$ cat src/rtl/led_regs_pkg.sv
/*
 * Package for the three-channel LED current and slope-time register slice.
 * Holds register offsets, reset values, field positions, step codes and timing counts.
 * Assumes a 250 MHz core clock and a byte-wide register port.
 */
package led_regs_pkg;

    // Register offsets
    localparam logic [7:0] OFF_SOFT_RESET  = 8'h00;
    localparam logic [7:0] OFF_ENABLE_MODE = 8'h01;
    localparam logic [7:0] OFF_CONFIG      = 8'h02;
    localparam logic [7:0] OFF_CH1_CC      = 8'h03;
    localparam logic [7:0] OFF_CH2_CC      = 8'h04;
    localparam logic [7:0] OFF_CH3_CC      = 8'h05;
    localparam logic [7:0] OFF_CH1_SLP     = 8'h06;
    localparam logic [7:0] OFF_CH2_SLP     = 8'h07;
    localparam logic [7:0] OFF_CH3_SLP     = 8'h08;

    // Reset values
    localparam logic [7:0] RST_CC          = 8'h00;
    localparam logic [7:0] RST_SLP         = 8'h88;
    localparam logic [7:0] RST_CONFIG      = 8'h40;
    localparam logic [7:0] RST_ENABLE_MODE = 8'h00;

    // Field positions
    localparam int MAXSEL_LSB    = 6;
    localparam int PH12_LSB      = 0;
    localparam int PH34_LSB      = 4;
    localparam int SOFT_RESET_BIT_BIT    = 0;
    localparam int ENABLE_LSB    = 0;
    localparam int MODE_LSB      = 4;

    // Current step in microamps per code, by max-current field value
    localparam logic [8:0] STEP_UA_00 = 9'h032;
    localparam logic [8:0] STEP_UA_01 = 9'h064;
    localparam logic [8:0] STEP_UA_10 = 9'h07d;
    localparam logic [8:0] STEP_UA_11 = 9'h0fa;

    // Slope time unit: PWM cycle count per nibble count and PWM period
    localparam real PWM_CYCLE_US   = 53.3;
    localparam int  PWM_PER_UNIT_A = 75;
    localparam int  PWM_PER_UNIT_B = 125;
    localparam int  PWM_PER_UNIT   = PWM_PER_UNIT_A * PWM_PER_UNIT_B;
    localparam real CLOCK_MHZ      = 250.0;
    localparam int  PWM_CYCLE_CLKS = int'(PWM_CYCLE_US * CLOCK_MHZ);

endpackage : led_regs_pkg

$ cat src/rtl/led_current_slope_time_regs.sv
/*
 * Register slice of a three-channel LED driver: current codes, slope total times,
 * the shared max-current field, enable and mode bits, and a self-clearing soft reset.
 * Assumes the serial front end delivers single-cycle byte read/write strobes in the
 * same clock domain; the analog sinks and slope sequencer sit outside.
 */
module led_current_slope_time_regs (
    input  wire logic        clock,        // Core clock, 250 MHz
    input  wire logic        sys_rst,      // Asynchronous reset, active high
    input  wire logic        reg_wr,       // Write strobe, one cycle
    input  wire logic        reg_rd,       // Read strobe, one cycle
    input  wire logic [7:0]  reg_addr,     // Register offset
    input  wire logic [7:0]  reg_wdata,    // Write data
    output logic      [7:0]  reg_rdata,    // Read data, valid cycle after reg_rd
    output logic      [17:0] ch1_current_ua, // Channel one target current, microamps
    output logic      [17:0] ch2_current_ua, // Channel two target current, microamps
    output logic      [17:0] ch3_current_ua, // Channel three target current, microamps
    output logic      [2:0]  ch_output_enable, // Per-channel output on
    output logic      [2:0]  ch_slope_mode_sel, // Per-channel slope mode
    output logic      [3:0]  ch1_phase12_time, // Channel one phases 1-2, 0.5 s units
    output logic      [3:0]  ch1_phase34_time, // Channel one phases 3-4, 0.5 s units
    output logic      [3:0]  ch2_phase12_time, // Channel two phases 1-2
    output logic      [3:0]  ch2_phase34_time, // Channel two phases 3-4
    output logic      [3:0]  ch3_phase12_time, // Channel three phases 1-2
    output logic      [3:0]  ch3_phase34_time  // Channel three phases 3-4
);

    ////////////////////////////////////////////////////////////////////////////////
    // State

    typedef struct packed {
        logic [7:0]  enable_mode;
        logic [7:0]  config_reg;
        logic [7:0]  cc1;
        logic [7:0]  cc2;
        logic [7:0]  cc3;
        logic [7:0]  slp1;
        logic [7:0]  slp2;
        logic [7:0]  slp3;
        logic [7:0]  rdata;
        logic [17:0] cur1;
        logic [17:0] cur2;
        logic [17:0] cur3;
    } state_s;

    state_s st_q;
    state_s st_d;

    ////////////////////////////////////////////////////////////////////////////////
    // Functions

    // Step size per code from the two-bit max-current field
    function automatic logic [8:0] step_ua(input logic [1:0] sel);
        logic [8:0] s;
        unique case (sel)
            2'b00:   s = led_regs_pkg::STEP_UA_00;
            2'b01:   s = led_regs_pkg::STEP_UA_01;
            2'b10:   s = led_regs_pkg::STEP_UA_10;
            default: s = led_regs_pkg::STEP_UA_11;
        endcase
        return s;
    endfunction

    // Current in microamps; code zero gives zero since the product is zero
    function automatic logic [17:0] current_ua(input logic [7:0] code, input logic [1:0] sel);
        logic [16:0] p;
        p = code * step_ua(sel);
        return {1'b0, p};
    endfunction

    // Reset image of every register; used by the soft reset only
    function automatic state_s defaults();
        state_s s;
        s             = '0;
        s.enable_mode = led_regs_pkg::RST_ENABLE_MODE;
        s.config_reg  = led_regs_pkg::RST_CONFIG;
        s.cc1         = led_regs_pkg::RST_CC;
        s.cc2         = led_regs_pkg::RST_CC;
        s.cc3         = led_regs_pkg::RST_CC;
        s.slp1        = led_regs_pkg::RST_SLP;
        s.slp2        = led_regs_pkg::RST_SLP;
        s.slp3        = led_regs_pkg::RST_SLP;
        return s;
    endfunction

    ////////////////////////////////////////////////////////////////////////////////
    // Next state

    // Writes land directly in the live registers, so there is no shadow copy to commit
    always_comb begin
        logic [1:0] sel;
        st_d = st_q;
        sel  = 2'b00;
        if (reg_wr) begin
            unique case (reg_addr)
                led_regs_pkg::OFF_SOFT_RESET: begin
                    // Reset bit never stores, so it reads back as zero afterwards
                    if (reg_wdata[led_regs_pkg::SOFT_RESET_BIT_BIT]) begin
                        st_d       = defaults();
                        st_d.rdata = st_q.rdata; // Read data stands until the next read
                    end
                end
                led_regs_pkg::OFF_ENABLE_MODE: st_d.enable_mode = reg_wdata & 8'h77;
                led_regs_pkg::OFF_CONFIG:      st_d.config_reg  = reg_wdata;
                led_regs_pkg::OFF_CH1_CC:      st_d.cc1  = reg_wdata;
                led_regs_pkg::OFF_CH2_CC:      st_d.cc2  = reg_wdata;
                led_regs_pkg::OFF_CH3_CC:      st_d.cc3  = reg_wdata;
                led_regs_pkg::OFF_CH1_SLP:     st_d.slp1 = reg_wdata;
                led_regs_pkg::OFF_CH2_SLP:     st_d.slp2 = reg_wdata;
                led_regs_pkg::OFF_CH3_SLP:     st_d.slp3 = reg_wdata;
                default: ;
            endcase
        end
        // Read data captured one cycle after the strobe; unmapped offsets read zero
        if (reg_rd) begin
            unique case (reg_addr)
                led_regs_pkg::OFF_ENABLE_MODE: st_d.rdata = st_q.enable_mode;
                led_regs_pkg::OFF_CONFIG:      st_d.rdata = st_q.config_reg;
                led_regs_pkg::OFF_CH1_CC:      st_d.rdata = st_q.cc1;
                led_regs_pkg::OFF_CH2_CC:      st_d.rdata = st_q.cc2;
                led_regs_pkg::OFF_CH3_CC:      st_d.rdata = st_q.cc3;
                led_regs_pkg::OFF_CH1_SLP:     st_d.rdata = st_q.slp1;
                led_regs_pkg::OFF_CH2_SLP:     st_d.rdata = st_q.slp2;
                led_regs_pkg::OFF_CH3_SLP:     st_d.rdata = st_q.slp3;
                default:                       st_d.rdata = 8'h00;
            endcase
        end
        // Current outputs follow the code registers one cycle later, all channels
        sel       = st_q.config_reg[led_regs_pkg::MAXSEL_LSB +: 2];
        st_d.cur1 = current_ua(st_q.cc1, sel);
        st_d.cur2 = current_ua(st_q.cc2, sel);
        st_d.cur3 = current_ua(st_q.cc3, sel);
    end

    // State register
    always_ff @(posedge clock or posedge sys_rst) begin
        if (sys_rst) begin
            // Constants only here; the soft reset goes through defaults() instead
            st_q.enable_mode <= led_regs_pkg::RST_ENABLE_MODE;
            st_q.config_reg  <= led_regs_pkg::RST_CONFIG;
            st_q.cc1         <= led_regs_pkg::RST_CC;
            st_q.cc2         <= led_regs_pkg::RST_CC;
            st_q.cc3         <= led_regs_pkg::RST_CC;
            st_q.slp1        <= led_regs_pkg::RST_SLP;
            st_q.slp2        <= led_regs_pkg::RST_SLP;
            st_q.slp3        <= led_regs_pkg::RST_SLP;
            st_q.rdata       <= 8'h00;
            st_q.cur1        <= 18'h0_0000;
            st_q.cur2        <= 18'h0_0000;
            st_q.cur3        <= 18'h0_0000;
        end else begin
            st_q <= st_d;
        end
    end

    ////////////////////////////////////////////////////////////////////////////////
    // Outputs

    // All outputs are flops of the state struct
    assign reg_rdata         = st_q.rdata;
    assign ch1_current_ua    = st_q.cur1;
    assign ch2_current_ua    = st_q.cur2;
    assign ch3_current_ua    = st_q.cur3;
    assign ch_output_enable  = st_q.enable_mode[led_regs_pkg::ENABLE_LSB +: 3];
    assign ch_slope_mode_sel = st_q.enable_mode[led_regs_pkg::MODE_LSB +: 3];
    // Same nibble split for every channel
    assign ch1_phase12_time  = st_q.slp1[led_regs_pkg::PH12_LSB +: 4];
    assign ch1_phase34_time  = st_q.slp1[led_regs_pkg::PH34_LSB +: 4];
    assign ch2_phase12_time  = st_q.slp2[led_regs_pkg::PH12_LSB +: 4];
    assign ch2_phase34_time  = st_q.slp2[led_regs_pkg::PH34_LSB +: 4];
    assign ch3_phase12_time  = st_q.slp3[led_regs_pkg::PH12_LSB +: 4];
    assign ch3_phase34_time  = st_q.slp3[led_regs_pkg::PH34_LSB +: 4];

    ////////////////////////////////////////////////////////////////////////////////
    // Assertions

    AST_CC1_WRITE: assert property (@(posedge clock) disable iff (sys_rst)
        reg_wr && reg_addr == 8'h03 ##1 reg_rd && reg_addr == 8'h03 && !reg_wr
        |=> reg_rdata == $past(reg_wdata, 2))
        else $error("channel one code readback wrong");

    AST_CC2_WRITE: assert property (@(posedge clock) disable iff (sys_rst)
        reg_wr && reg_addr == 8'h04 |=> st_q.cc2 == $past(reg_wdata))
        else $error("channel two code not stored");

    AST_CC3_WRITE: assert property (@(posedge clock) disable iff (sys_rst)
        reg_wr && reg_addr == 8'h05 |=> st_q.cc3 == $past(reg_wdata))
        else $error("channel three code not stored");

    AST_CURRENT: assert property (@(posedge clock) disable iff (sys_rst)
        !reg_wr ##1 !reg_wr |-> ch1_current_ua == 18'(st_q.cc1 *
            (st_q.config_reg[7:6] == 2'b00 ? 50 : st_q.config_reg[7:6] == 2'b01 ? 100 :
             st_q.config_reg[7:6] == 2'b10 ? 125 : 250)))
        else $error("channel one current mismatch");

    AST_SLP1: assert property (@(posedge clock) disable iff (sys_rst)
        reg_wr && reg_addr == 8'h06 |=> {ch1_phase34_time, ch1_phase12_time} == $past(reg_wdata))
        else $error("channel one slope time not stored");

    AST_SLP2: assert property (@(posedge clock) disable iff (sys_rst)
        reg_wr && reg_addr == 8'h07 |=> {ch2_phase34_time, ch2_phase12_time} == $past(reg_wdata))
        else $error("channel two slope time not stored");

    AST_SLP3: assert property (@(posedge clock) disable iff (sys_rst)
        reg_wr && reg_addr == 8'h08 |=> ch3_phase12_time == $past(reg_wdata[3:0]) &&
            ch3_phase34_time == $past(reg_wdata[7:4]))
        else $error("channel three slope time not stored");

    AST_SOFT_RESET: assert property (@(posedge clock) disable iff (sys_rst)
        reg_wr && reg_addr == 8'h00 && reg_wdata[0] |=> st_q.slp2 == 8'h88 &&
            st_q.config_reg == 8'h40 && st_q.cc1 == 8'h00 && ch_output_enable == 3'b000)
        else $error("soft reset did not restore defaults");

    // Channel one code lands in its register the cycle after the write
    AST_CC1_STORE: assert property (@(posedge clock) disable iff (sys_rst)
        reg_wr && reg_addr == led_regs_pkg::OFF_CH1_CC |=> st_q.cc1 == $past(reg_wdata))
        else $error("channel one code not stored");

    // Channel two current once the code and step have settled
    AST_CURRENT2: assert property (@(posedge clock) disable iff (sys_rst)
        !reg_wr ##1 !reg_wr |-> ch2_current_ua == 18'(st_q.cc2 *
            (st_q.config_reg[7:6] == 2'b00 ? 50 : st_q.config_reg[7:6] == 2'b01 ? 100 :
             st_q.config_reg[7:6] == 2'b10 ? 125 : 250)))
        else $error("channel two current mismatch");

    // Channel three current once the code and step have settled
    AST_CURRENT3: assert property (@(posedge clock) disable iff (sys_rst)
        !reg_wr ##1 !reg_wr |-> ch3_current_ua == 18'(st_q.cc3 *
            (st_q.config_reg[7:6] == 2'b00 ? 50 : st_q.config_reg[7:6] == 2'b01 ? 100 :
             st_q.config_reg[7:6] == 2'b10 ? 125 : 250)))
        else $error("channel three current mismatch");

    // Code zero drives no current whatever the step
    AST_ZERO_CODE: assert property (@(posedge clock) disable iff (sys_rst)
        st_q.cc1 == 8'h00 && !reg_wr |=> ch1_current_ua == 18'h0_0000)
        else $error("zero code gave current");

    // A channel one slope write leaves channel two timing alone
    AST_CH_ISOLATE: assert property (@(posedge clock) disable iff (sys_rst)
        reg_wr && reg_addr == led_regs_pkg::OFF_CH1_SLP
        |=> $stable(ch2_phase12_time) && $stable(ch2_phase34_time))
        else $error("channel two slope time disturbed");

    // Phases three-four time only moves on its own write or a soft reset
    AST_PH34_HOLD: assert property (@(posedge clock) disable iff (sys_rst)
        !(reg_wr && (reg_addr == led_regs_pkg::OFF_CH1_SLP ||
                     reg_addr == led_regs_pkg::OFF_SOFT_RESET)) |=> $stable(ch1_phase34_time))
        else $error("channel one phase three-four time changed");

    // Max-current field follows the configuration write
    AST_CONFIG: assert property (@(posedge clock) disable iff (sys_rst)
        reg_wr && reg_addr == led_regs_pkg::OFF_CONFIG
        |=> st_q.config_reg[7:6] == $past(reg_wdata[7:6]))
        else $error("max-current field not stored");

    // Enable and mode outputs follow their register write
    AST_ENABLE: assert property (@(posedge clock) disable iff (sys_rst)
        reg_wr && reg_addr == led_regs_pkg::OFF_ENABLE_MODE
        |=> ch_output_enable == $past(reg_wdata[2:0]) &&
            ch_slope_mode_sel == $past(reg_wdata[6:4]))
        else $error("enable or mode bits not stored");

    // Soft reset returns channel one and three slope times, codes two and three and the modes to default
    AST_SOFT_RESET_BIT_SLP: assert property (@(posedge clock) disable iff (sys_rst)
        reg_wr && reg_addr == 8'h00 && reg_wdata[0] |=> ch1_phase12_time == 4'h8 &&
            ch1_phase34_time == 4'h8 && ch3_phase12_time == 4'h8 &&
            ch3_phase34_time == 4'h8 && st_q.cc2 == 8'h00 && st_q.cc3 == 8'h00 &&
            ch_slope_mode_sel == 3'b000)
        else $error("soft reset left slope state behind");

    // The reset bit is never stored, so it reads as zero
    AST_RD_ZERO: assert property (@(posedge clock) disable iff (sys_rst)
        reg_rd && reg_addr == led_regs_pkg::OFF_SOFT_RESET |=> reg_rdata == 8'h00)
        else $error("soft reset offset read nonzero");

    // Read data stands until the next read strobe
    AST_RD_HOLD: assert property (@(posedge clock) disable iff (sys_rst)
        !reg_rd |=> $stable(reg_rdata))
        else $error("read data changed without a read");

    // Offsets above the map read as zero
    AST_RD_UNMAPPED: assert property (@(posedge clock) disable iff (sys_rst)
        reg_rd && reg_addr > led_regs_pkg::OFF_CH3_SLP |=> reg_rdata == 8'h00)
        else $error("unmapped offset read nonzero");

    // A read returns the value held in the register at the strobe
    AST_RD_CC2: assert property (@(posedge clock) disable iff (sys_rst)
        reg_rd && reg_addr == led_regs_pkg::OFF_CH2_CC |=> reg_rdata == $past(st_q.cc2))
        else $error("channel two code read wrong");

    // Unused bits of the enable and mode register read as zero
    AST_MODE_MASK: assert property (@(posedge clock) disable iff (sys_rst)
        reg_rd && reg_addr == led_regs_pkg::OFF_ENABLE_MODE |=> !reg_rdata[7] && !reg_rdata[3])
        else $error("unused enable register bits read set");

endmodule // led_current_slope_time_regs

$ cat config.mk
export PLATFORM = sky130hd
export DESIGN_NAME = led_current_slope_time_regs
export DESIGN_NICKNAME = d
export VERILOG_FILES = /design/src/rtl/led_regs_pkg.sv /design/src/rtl/led_current_slope_time_regs.sv
export SDC_FILE = /design/constraint.sdc
export NUM_CORES = 1
export LEC_CHECK = 0
export ABC_AREA = 1
export CAP_MARGIN = 20
export CORE_MARGIN = 2
export CORE_UTILIZATION = 50
export CTS_CLUSTER_DIAMETER = 60
export DETAILED_ROUTE_END_ITERATION = 10
export DONT_BUFFER_PORTS = 1
export GPL_ROUTABILITY_DRIVEN = 0
export PLACE_DENSITY = 0.69
export SLEW_MARGIN = 20
export SYNTH_ARGS = -nofsm -noshare
export SYNTH_HDL_FRONTEND = slang
export SYNTH_SLANG_ARGS = --single-unit
$ cat constraint.sdc
create_clock -name clock -period 4.9 [get_ports clock]
set_input_delay 0.735 -clock clock [delete_from_list [all_inputs] [get_ports clock]]
set_output_delay 0.735 -clock clock [all_outputs]
set_load 0.005 [all_outputs]
Word level (Yosys, flattened, before mapping)
Index checks and enable logic that the tools add are counted.
Widths: inputs -> output; s select.

storage, ports and cells
  ROM bits = 0
  latch bits = 0
  bits in writable memories = 0
  register bits = 123
  output and inout bits = 92
  input bits = 20
  memories kept = 0

cells by class
  equal/unequal tests = 11
  bitwise operators = 0
  multiplexer cells = 14
  shifts and indexed selects = 0
  reductions and logical operators = 18
  $lt $le $gt $ge = 0
  add/subtract/negate cells = 0
  multiply operators = 3
  div/mod/pow operators = 0

operator list
  kind                number
  $pmux 8 s2          8
  $mux 126            1
  $mux 62             2
  $pmux 8 s8          1
  $mul 8x8->16        3
  $eq 8x3->1 const B  4
  $pmux 8 s3          1
  $reduce_and 3->1    8
  $eq 8x2->1 const B  2
  $reduce_bool 2->1   8
  $eq 8x1->1 const B  1
  $eq 8x4->1 const B  1
  $logic_not 8->1     1
  $mux 8              1
  $eq 2x1->1 const B  1
  $eq 2x2->1 const B  1
  $logic_not 2->1     1
  $ne 2x2->1 const B  1

Depth between registers and ports, before layout
Gate-level depths: netlist of run 1.

  word-level depth = 4
  depth in mapped cells = 22

Worst setup path before layout of run 1
Ideal clock, no wire load.

  path type = register to register
  from = register st_q[116] (netlist name)
  to = register st_q, in the netlist ch3_current_ua[14]
  arrival = 4270 ps
  required time = 4783 ps
  path slack = 513 ps
  path buffers = 1
  clock period less this slack = 4387 ps
  library setup time = 117 ps
  cell stages (with the launch flop) = 23
  cells stage by stage = dfstp_2 -> inv_1 -> ha_1 -> clkbuf_1 -> nand2_1 -> inv_1 -> fa_1 -> inv_1 -> fa_1 -> inv_1 -> fa_1 -> inv_1 -> fa_1 -> inv_1 -> ha_1 -> a21oi_1 -> nor2_1 -> nor2_1 -> nand2_1 -> nand2_1 -> nand2_1 -> nand2_1 -> nand2_1

RTL lines
  item                    line                                source
  from (decl)             led_current_slope_time_regs.sv:46   state_s st_q;
  from (signal assigned)  led_current_slope_time_regs.sv:152  st_q <= st_d;

==> metrics.md, run 1 <==
| Metric | Value |
|---|---|
| Post-DP HPWL | 20900 µm |
| Die ar. | 24600 µm² |
| Core Rows | 55 |
| Worst r2r src | st_q[116] |
| Setup WS pre-CTS | 0.258 ns |
| Max_cap viols | 0 |
| Max Clock Freq | 213 MHz |
| Post_cts resized | 0 |
| Unrepaired setup endpoints after global routing | no |
| Initial drt markers | 786 |
| Vias in the first global route | 8712 |
| Vias per cell | 5.19 |
| Clk pin slew, worst setup/hold paths | 0.06 ns |
| Post-synth EDFFs | 0 |
| Post-synthesis async set-or-reset flop share | 100% |
| Initial Utilization | 51.3% |
| DRT Pass-1 Iters | 5 |
| Flops & latches, synth | 118 |
| H-tree depth | 4 |
| Post-Synthesis Cells | 1474 |
| Slew Limit Fails | 0 |
| Sequential share of the synthesized area | 25.4% |
| Syn-to-layout area delta | 2.42% |
| Worst setup margin | 0.215 ns |
| Placed insts | 1690 |
| Kind of critical path | flip-flop to flip-flop |
| Clk buf depth | 2 |
| Time the worst path needs with I/O delays and setup | 4.69 ns |
| TritonCTS Buffers | 17 |
| Layout cell share with drive strength beyond 1 | 5.68% |
| Setup crit start | st_q[116] |
| CTS tree | yes |
| Critical Path RT | 5.23 ns |
| Status | finished, final reports clean |
| Post-DR wirelength/cell | 15.5 µm |
| Post-CTS Hold Buffers | 0 |
| GRT Resource Usage Total | 22.8% |
| Die height | 157 µm |
| Critical Path Sink Type | flip-flop |
| Fill cells | 2160 |
| Post-CTS Setup Bufs | 0 |
| Skew final | 0.0101 ns |
| Tcrit/Tclk final | 95.6% |
| Core footprint | 22800 µm² |
| Global-route wire length before repair | 44000 µm |
| Critical Path AT | 5.01 ns |
| Drt drc | 0 |
| Final nets | 1636 |
| Largest net degree at the start of global routing | 56 |
| Final setup viols | 0 |
| Post-Syn Area | 11700 µm² |
| Die X | 157 µm |
| Fin cells | 1724 |
| IO Count | 112 |
| Post-synthesis cell type count | 34 |
| Total number of vias | 8948 |
| Least-Margin Pin Slew | 0.698 ns |
| Clk_lat worst skew | 0.44 ns |
| Final Hold Fails | 0 |
| Startpoint class of the critical path | flip-flop |
| Final WL | 26600 µm |
| Clk root buf | clkbuf_16 |
| ANT nets after route | 0 |
| Worst min path class | input port to asynchronous set/reset pin |
| Setup TNS | 0 ns |
| TritonCTS Sinks | 118 |
| Synth Flop Type | dfrtp_1 |
| Initial antenna violation count | 2 |
| Synth Warn # | 0 |
| # port buffers | 0 |
| Mean Syn Cell Area | 7.92 µm² |
| CP Max Fanout | 16 |
| Grt ovf | 0 |
| Reg2reg path depth | 22 |
| Max_slew headroom | 53.5% |
==> layout by cell type, fill, tap and decap left out, types with 3 or more instances in the layout <==
| master | synthesis | routed |
|---|---|---|
| a21o_1 | 3 | 3 |
| a21oi_1 | 12 | 12 |
| a31oi_1 | 12 | 12 |
| buf_4 | 94 | 13 |
| clkbuf_16 | 0 | 17 |
| clkinv_2 | 0 | 3 |
| clkinvlp_4 | 0 | 3 |
| conb_1 | 1 | 6 |
| dfrtp_1 | 111 | 111 |
| dfstp_2 | 7 | 7 |
| fa_1 | 108 | 108 |
| ha_1 | 112 | 112 |
| inv_1 | 281 | 280 |
| inv_6 | 0 | 6 |
| nand2_1 | 382 | 382 |
| nand2_2 | 7 | 7 |
| nand3_1 | 97 | 97 |
| nand3_2 | 4 | 4 |
| nand3b_1 | 3 | 3 |
| nor2_1 | 123 | 123 |
| nor2_2 | 7 | 6 |
| nor2_4 | 5 | 6 |
| nor3_1 | 6 | 6 |
| o21ai_0 | 17 | 17 |
| o21ai_1 | 9 | 9 |
| o21bai_1 | 3 | 3 |
| o22ai_1 | 18 | 18 |
| xnor2_1 | 6 | 6 |
| xor2_1 | 18 | 18 |
==> through the flow <==
stage,hold slack (ns),util (%),cell area (µm²)
2_1_floorplan,0.450,-,11700
3_3_place_gp,0.478,50.1,11400
3_5_place_dp,0.478,50.1,11400
4_1_cts,0.190,52.5,12000
5_1_grt,0.210,52.5,12000
6_report,0.174,52.5,12000
==> kinds of logic after synthesis <==
kind of cell               after synthesis  share of synthesized area, %
DFF                                    118                          25.4
xor gates and xnor gates                24                          1.80
AOI/OAI and AO/OA                       76                          3.75
adders and majority gates              220                          30.5
buffers and inverters                  399                          16.0
other                                    1                        0.0321
and+or+nand+nor                        636                          22.6
==> registers in the layout, indices dropped and copies added, names as in the netlist, 4 cells and up <==
name,flops
ch1_current_ua,16
ch1_phase12_time,4
ch1_phase34_time,4
ch2_current_ua,16
ch2_phase12_time,4
ch2_phase34_time,4
ch3_current_ua,16
ch3_phase12_time,4
ch3_phase34_time,4
reg_rdata,8
st_q,32
==> Yosys cell counts, types with 12 or more instances <==
| master | instances | area [µm²] |
|---|---|---|
| a21oi_1 | 12 | 60.1 |
| a31oi_1 | 12 | 75.1 |
| buf_4 | 94 | 706 |
| clkbuf_1 | 13 | 48.8 |
| dfrtp_1 | 111 | 2780 |
| fa_1 | 108 | 2160 |
| ha_1 | 112 | 1400 |
| inv_1 | 281 | 1050 |
| nand2_1 | 382 | 1430 |
| nand3_1 | 97 | 485 |
| nor2_1 | 123 | 462 |
| o21ai_0 | 17 | 85.1 |
| o22ai_1 | 18 | 113 |
| xor2_1 | 18 | 158 |
==> final cells by class <==
type / instances / area, µm² / share of cell area (%)
Inverter: 283 / 1060 / 8.90
Sequential cell: 118 / 2960 / 24.8
Tap cell: 313 / 392 / 3.27
Clock inverter: 15 / 121 / 1.01
Clock buffer: 17 / 425 / 3.56
Timing Repair Buffer: 14 / 118 / 0.983
Antenna cell: 2 / 5.00 / 0.0418
Multi-Input combinational cell: 962 / 6870 / 57.5
==> metal layers <==
metal / wire length [µm] / global-route usage (%) / vias up
met5: 0 / 0 / -
met1: 11700 / 31.5 / 4299
met2: 12300 / 35.1 / 344
met4: 653 / 8.52 / 0
li1: - / - / 4254
met3: 1950 / 5.32 / 51
==> worst max-delay path: stages (launching register included) <==
cell and delay, ns:
dfstp_2 0.57, inv_1 0.09, ha_1 0.35, buf_4 0.22, nand2_1 0.07, inv_1 0.06, fa_1 0.53, inv_1 0.06
fa_1 0.54, inv_1 0.05, fa_1 0.48, inv_1 0.05, fa_1 0.47, inv_1 0.04, ha_1 0.34, a21oi_1 0.19
nor2_1 0.06, nor2_1 0.08, nand2_1 0.08, nand2_1 0.09, nand2_1 0.05, nand2_1 0.06, nand2_1 0.05
==> final timing paths <==
check,slack [ns],endpoint
max in group asynchronous,3.67,ch1_current_ua[13]
worst min-delay path,0.17,ch2_current_ua[14]
worst max register to register,0.21,ch1_current_ua[14]
worst min register to register,0.49,ch3_phase34_time[3]
worst max-delay path,0.21,ch1_current_ua[14]
min in group clock,0.41,ch_output_enable[1]
Power of run 1 is left out: the tool's default activity adds up to more than one toggle a clock period on the data nets, which glitch-free logic cannot reach.
==> run 2: changes to the inputs <==
--- a/config.mk
+++ b/config.mk
@@ -8,12 +8,12 @@
 export ABC_AREA = 1
 export CAP_MARGIN = 20
 export CORE_MARGIN = 2
-export CORE_UTILIZATION = 50
+export CORE_UTILIZATION = 55
 export CTS_CLUSTER_DIAMETER = 60
 export DETAILED_ROUTE_END_ITERATION = 10
 export DONT_BUFFER_PORTS = 1
 export GPL_ROUTABILITY_DRIVEN = 0
-export PLACE_DENSITY = 0.69
+export PLACE_DENSITY = 0.74
 export SLEW_MARGIN = 20
 export SYNTH_ARGS = -nofsm -noshare
 export SYNTH_HDL_FRONTEND = slang
==> run 2 against run 1 <==
Compared with the run above: routed wire length fell by 1.7%; register-to-register slack barely moved; sequential share of layout area rose by 0.052 points; sequential cell count did not move; first-iteration DRC count rose by 0.13%; global-route usage rose by 2.0 points; utilization rose by 4.4 points; clock skew rose by 0.0020 ns; non-clock buffer count fell by 2; largest cell class unchanged; highest routed layer unchanged.
==> metrics.md, run 2 (same netlist as run 1, synthesis figures left out) <==
| Metric | Value |
|---|---|
| H-tree depth | 4 |
| Final nets | 1634 |
| IO Count | 112 |
| Core Rows | 53 |
| Fin cells | 1682 |
| Clk_lat worst skew | 0.44 ns |
| Placed insts | 1650 |
| Most common cell after layout, fill and taps aside | nand2_1 |
| Critical-path cell list | inv_1 -> ha_1 -> buf_12 -> nand2_1 -> inv_1 -> fa_1 -> inv_1 -> fa_1 -> inv_1 -> fa_1 -> inv_1 -> fa_1 -> inv_1 -> ha_1 -> a21oi_1 -> nor2_1 -> nor2_1 -> nand2_1 -> nand2_1 -> nand2_1 -> nand2_1 -> nand2_1 |
| Max_cap viols | 0 |
| Largest register FFs | 32 |
| Layout cell share with drive strength beyond 1 | 5.83% |
| Vias in the first global route | 9004 |
| TritonCTS Buffers | 17 |
| Largest net degree at the start of global routing | 49 |
| Die ar. | 22400 µm² |
| Skew final | 0.0121 ns |
| Final WL | 26200 µm |
| TritonCTS Sinks | 118 |
| Critical path's largest stage delay | 0.56 ns |
| DRT Pass-1 Iters | 7 |
| Drt drc | 0 |
| Antenna diodes | 0 |
| CTS tree | yes |
| Slew Limit Fails | 0 |
| Post-DR wirelength/cell | 15.6 µm |
| Critical Path RT | 5.22 ns |
| Worst R2R Setup Slack | 0.22 ns |
| Syn-to-layout area delta | 2.21% |
| Initial drt markers | 787 |
| Die height | 150 µm |
| Biggest register | st_q |
| Slowest cell on crit path | dfstp_2 |
| Core footprint | 21000 µm² |
| Worst min path class | input port to asynchronous set/reset pin |
| Critical Path AT | 5.00 ns |
| Commonest cells after routing, fill and taps aside | nand2_1 (382), inv_1 (280), nor2_1 (123), dfrtp_1 (111), ha_1 (110) |
| GRT Resource Usage Total | 24.8% |
| ANT nets after route | 0 |
| Die X | 150 µm |
| # port buffers | 0 |
| Global-route wire length before repair | 43900 µm |
| Post-CTS Setup Bufs | 0 |
| Final setup viols | 0 |
| Clk root buf | clkbuf_16 |
| Setup TNS | 0 ns |
| CP Max Fanout | 48 |
| Startpoint class of the critical path | flip-flop |
| Tcrit/Tclk final | 95.5% |
| Clk pin slew, worst setup/hold paths | 0.06 ns |
| Final Hold Fails | 0 |
| Least-Margin Pin Slew | 0.578 ns |
| Setup crit start | st_q[116] |
| Initial antenna violation count | 0 |
| Max_slew headroom | 61.4% |
| Status | finished, final reports clean |
| Grt ovf | 0 |
| Total number of vias | 8934 |
| Unrepaired setup endpoints after global routing | no |
| Worst r2r src | st_q[116] |
| Max Clock Freq | 214 MHz |
| Time the worst path needs with I/O delays and setup | 4.68 ns |
| Post-DP HPWL | 20500 µm |
| Kind of critical path | flip-flop to flip-flop |
| Initial Utilization | 55.7% |
| Vias per cell | 5.31 |
| Clk buf depth | 2 |
| Post-CTS Hold Buffers | 0 |
| Critical Path Sink Type | flip-flop |
-- run 2: metal layers --
metal / vias up / GRT usage (%) / part of all wire (%)
met5: - / 0 / 0
met1: 4235 / 33.0 / 41
met4: 0 / 9.25 / 3.1
met3: 71 / 5.85 / 8.4
met2: 388 / 39.7 / 47
li1: 4240 / - / -
-- run 2: worst paths after layout --
kind / endpoint / depth (start not counted)
min in group clock: reg_rdata[7] / 2
max reg2reg: ch3_current_ua[14] / 22
max: ch3_current_ua[14] / 22
min: ch2_current_ua[14] / 1
max in group asynchronous: ch1_current_ua[6] / 2
min reg2reg: ch3_phase34_time[3] / 2
-- run 2: per-stage QoR --
stage | area, µm² | util [%] | worst slack [ns] | hold slack, ns
6_report | 11900 | 57.0 | 0.222 | 0.173
5_1_grt | 11900 | 57.0 | 0.00349 | 0.202
4_1_cts | 11900 | 56.9 | 0.0927 | 0.185
3_5_place_dp | 11300 | 54.1 | 0.105 | 0.478
3_3_place_gp | 11300 | 54.1 | 0.212 | 0.474
2_1_floorplan | 11700 | - | 0.513 | 0.450
-- run 2: layout make-up --
class,count,area (µm²)
flip-flops and latches,118,2960
repair buffers,12,103
multi-input cells,962,6890
well taps,275,344
inverters,283,1060
clock buffers,17,425
clock inverters,15,151
fillers,1927,9020
-- run 2: timing repair --
| item | 4_1_cts | 5_1_grt |
|---|---|---|
| endpoints found under the hold margin | 0 | 0 |
| gates resized for setup | 0 | 5 |
| setup endpoints to repair | 0 | 16 |
-- run 2: critical path, delay by kind of cell (launching register included) --
kind	cells	cell delay (ns)
AO/OA/AOI/OAI	1	0.21
adder cells (fa/ha/maj)	6	2.67
AND/OR/NAND/NOR	8	0.58
buffers and inverters	7	0.53
flip-flops	1	0.56
Power of run 2 is left out for the same reason.
==> run 3: changes to the inputs <==
--- a/config.mk
+++ b/config.mk
@@ -5,7 +5,6 @@
 export SDC_FILE = /design/constraint.sdc
 export NUM_CORES = 1
 export LEC_CHECK = 0
-export ABC_AREA = 1
 export CAP_MARGIN = 20
 export CORE_MARGIN = 2
 export CORE_UTILIZATION = 55
==> run 3 against run 2 <==
Compared with the run above: sequential share of layout area decreased by 0.77 points; first-iteration DRC count decreased by 25%; cell count down 14%; die area is 1.1% lower; largest cell class unchanged; highest routed layer unchanged.
==> metrics.md, run 3 <==
| Metric | Value |
|---|---|
| Time the worst path needs with I/O delays and setup | 4.88 ns |
| Slowest cell on crit path | dfstp_2 |
| Share of the synthesized area in the top cell type | 24.0% |
| Startpoint class of the critical path | flip-flop |
| Total number of vias | 8132 |
| Global-route wire length before repair | 42800 µm |
| Sequential share of the synthesized area | 25.6% |
| Worst R2R Setup Slack | 0.02 ns |
| Post-synthesis async set-or-reset flop share | 100% |
| Skew final | 0.0100 ns |
| Post-synthesis simple-gate area fraction | 15.3% |
| Post-Syn Area | 11600 µm² |
| Register Area | 2960 µm² |
| Post-Synth Adder-Cell Area | 30.8% |
| Buf/Inv on CP | 5 |
| Clk pin slew, worst setup/hold paths | 0.06 ns |
| TritonCTS Sinks | 118 |
| Syn-to-layout area delta | 6.64% |
| Vias per cell | 5.65 |
| Drt drc | 0 |
| Layout cell share with drive strength beyond 1 | 14.3% |
| CP top delay family | adder cells |
| Post-synthesis compound-gate area fraction | 11.7% |
| Critical path's largest stage delay | 0.56 ns |
| Worst r2r src | st_q[116] |
| Critical-path cell list | inv_4 -> buf_4 -> ha_4 -> buf_6 -> and2_1 -> fa_1 -> fa_1 -> fa_1 -> inv_1 -> fa_1 -> inv_1 -> ha_1 -> or4_4 -> o21ai_4 -> a31oi_2 -> or4_1 -> o211ai_1 |
| Most common cell after layout, fill and taps aside | inv_1 |
| Least-Margin Pin Slew | 1.10 ns |
| ANT nets after route | 0 |
| Critical Path RT | 5.24 ns |
| Top cells by count, synth | inv_1 (173), ha_1 (112), dfrtp_1 (111), fa_1 (108), buf_4 (92) |
| Critical Path AT | 5.22 ns |
| Max_cap viols | 0 |
| Antenna diodes | 0 |
| Main combinational cell family by area after synthesis | adder cells |
| Max Clock Freq | 205 MHz |
| Commonest cells after routing, fill and taps aside | inv_1 (167), dfrtp_1 (111), fa_1 (106), ha_1 (105), and2_1 (62) |
| Clk_lat worst skew | 0.43 ns |
| Tcrit/Tclk final | 99.6% |
| Portion of netlist area occupied by mux cells | 1.70% |
| Synth Warn # | 0 |
| Final Hold Fails | 0 |
| Critical Path Sink Type | flip-flop |
| GRT Resource Usage Total | 24.5% |
| XOR/XNOR share of the synthesized area | 1.82% |
| Largest net degree at the start of global routing | 71 |
| Synth Flop Type | dfrtp_1 |
| Critical path's most frequent cell | fa_1 |
| Most common cell in the netlist | inv_1 |
| Clk root buf | clkbuf_16 |
| Area leader, netlist | dfrtp_1 |
| CP Max Fanout | 7 |
| Worst min path class | input port to asynchronous set/reset pin |
| Core Rows | 53 |
| Grt ovf | 0 |
| Post-synth EDFFs | 0 |
| Area occupied by multi-input gates | 7330 µm² |
| TritonCTS Buffers | 17 |
| Final setup viols | 0 |
| Mean Syn Cell Area | 9.63 µm² |
| Status | finished, final reports clean |
| Post-CTS Hold Buffers | 0 |
| Die ar. | 22200 µm² |
| Leakage | 0.00650 µW |
| Max_slew headroom | 26.4% |
| Initial drt markers | 588 |
| IO Count | 112 |
| Finished Cell Area | 12300 µm² |
| Unrepaired setup endpoints after global routing | yes |
| Vias in the first global route | 8326 |
| Largest register FFs | 32 |
| Final WL | 25500 µm |
| Placed insts | 1400 |
| Cell Area, Placed | 11500 µm² |
| Initial antenna violation count | 0 |
| Die X | 149 µm |
| Post-DP HPWL | 19500 µm |
| Post-synthesis cell type count | 68 |
| Final nets | 1391 |
| Clk buf depth | 2 |
| DRT Pass-1 Iters | 7 |
| Die height | 149 µm |
| # port buffers | 0 |
| Synth area leaders | dfrtp_1 (24%), fa_1 (19%), ha_1 (12%) |
| H-tree depth | 4 |
| Initial Utilization | 55.5% |
| Fin cells | 1439 |
| Biggest register | st_q |
| Post-DR wirelength/cell | 17.8 µm |
| Slew Limit Fails | 0 |
| VDD IR-drop max | 238 µV |
| PD cells | 218 nW/µm² |
| Kind of critical path | flip-flop to flip-flop |
| Fill cells | 1755 |
| Flops & latches, synth | 118 |
| Setup crit start | st_q[116] |
| Post-Synthesis Cells | 1200 |
| Core footprint | 20800 µm² |
| CTS tree | yes |
-- run 3: changes by cell type after synthesis, sizes merged, moves of 55 or more --
cell	before	now
and2	0	64
nand2	390	58
nand3	101	17
inv	283	173
nor2b	0	55
nor2	135	58
-- run 3: final cells by class --
class,count,share of cell area (%)
inverters,173,5.31
multi-input cells,783,59.5
flip-flops and latches,118,24.0
clock buffers,18,3.56
repair buffers,58,3.67
well taps,275,2.79
clock inverters,14,1.15
-- run 3: per-layer routing --
metal | track usage [%] | wire (µm) | vias to the layer above
li1 | - | - | 3778
met1 | 34.4 | 11400 | 4028
met2 | 37.4 | 11600 | 288
met3 | 6.33 | 1980 | 38
met4 | 7.71 | 550 | 0
met5 | 0 | 0 | -
-- run 3: worst paths after layout --
check	endpoint	depth (start not counted)
max reg2reg	ch2_current_ua[13]	17
min reg2reg	ch1_phase12_time[3]	2
min in group clock	reg_rdata[6]	1
min	ch1_current_ua[6]	1
max in group asynchronous	st_q[97]	2
max	ch2_current_ua[13]	17
-- run 3: kinds of logic (layout without fill, tap and decap cells) --
family	Yosys count	in the layout
buffers and inverters	304	263
adders and majority gates	220	220
other	1	6
AOI/OAI and AO/OA	188	188
and+or+nand+nor	327	327
xor gates and xnor gates	24	24
DFF	118	118
muxes	18	18
-- run 3: timing repair --
action | CTS | global route
gates resized for setup | 8 | 35
setup endpoints to repair | 6 | 14
setup buffers | 1 | 6
pin swaps | 3 | 13
-- run 3: power by group --
part,internal [µW],switching (µW)
Clock,725,521
Combinational,158,198
Sequential,1030,55.1
-- run 3: per-stage QoR --
| step | hold WS (ns) | setup slack [ns] | util (%) | TNS, ns | total power (µW) |
|---|---|---|---|---|---|
| after floorplan | 0.453 | 0.0250 | - | 0 | 1420 |
| after global placement | 0.476 | 0.0453 | 55.4 | 0 | 1440 |
| after detailed placement | 0.478 | -0.0726 | 55.4 | -0.197 | 1450 |
| after CTS | 0.0711 | 0.00429 | 58.4 | 0 | 2710 |
| after global routing | 0.0817 | -0.121 | 59.2 | -0.721 | 2820 |
| final | 0.0840 | 0.0185 | 59.2 | 0 | 2690 |
Power figures use the tool's default switching activity.
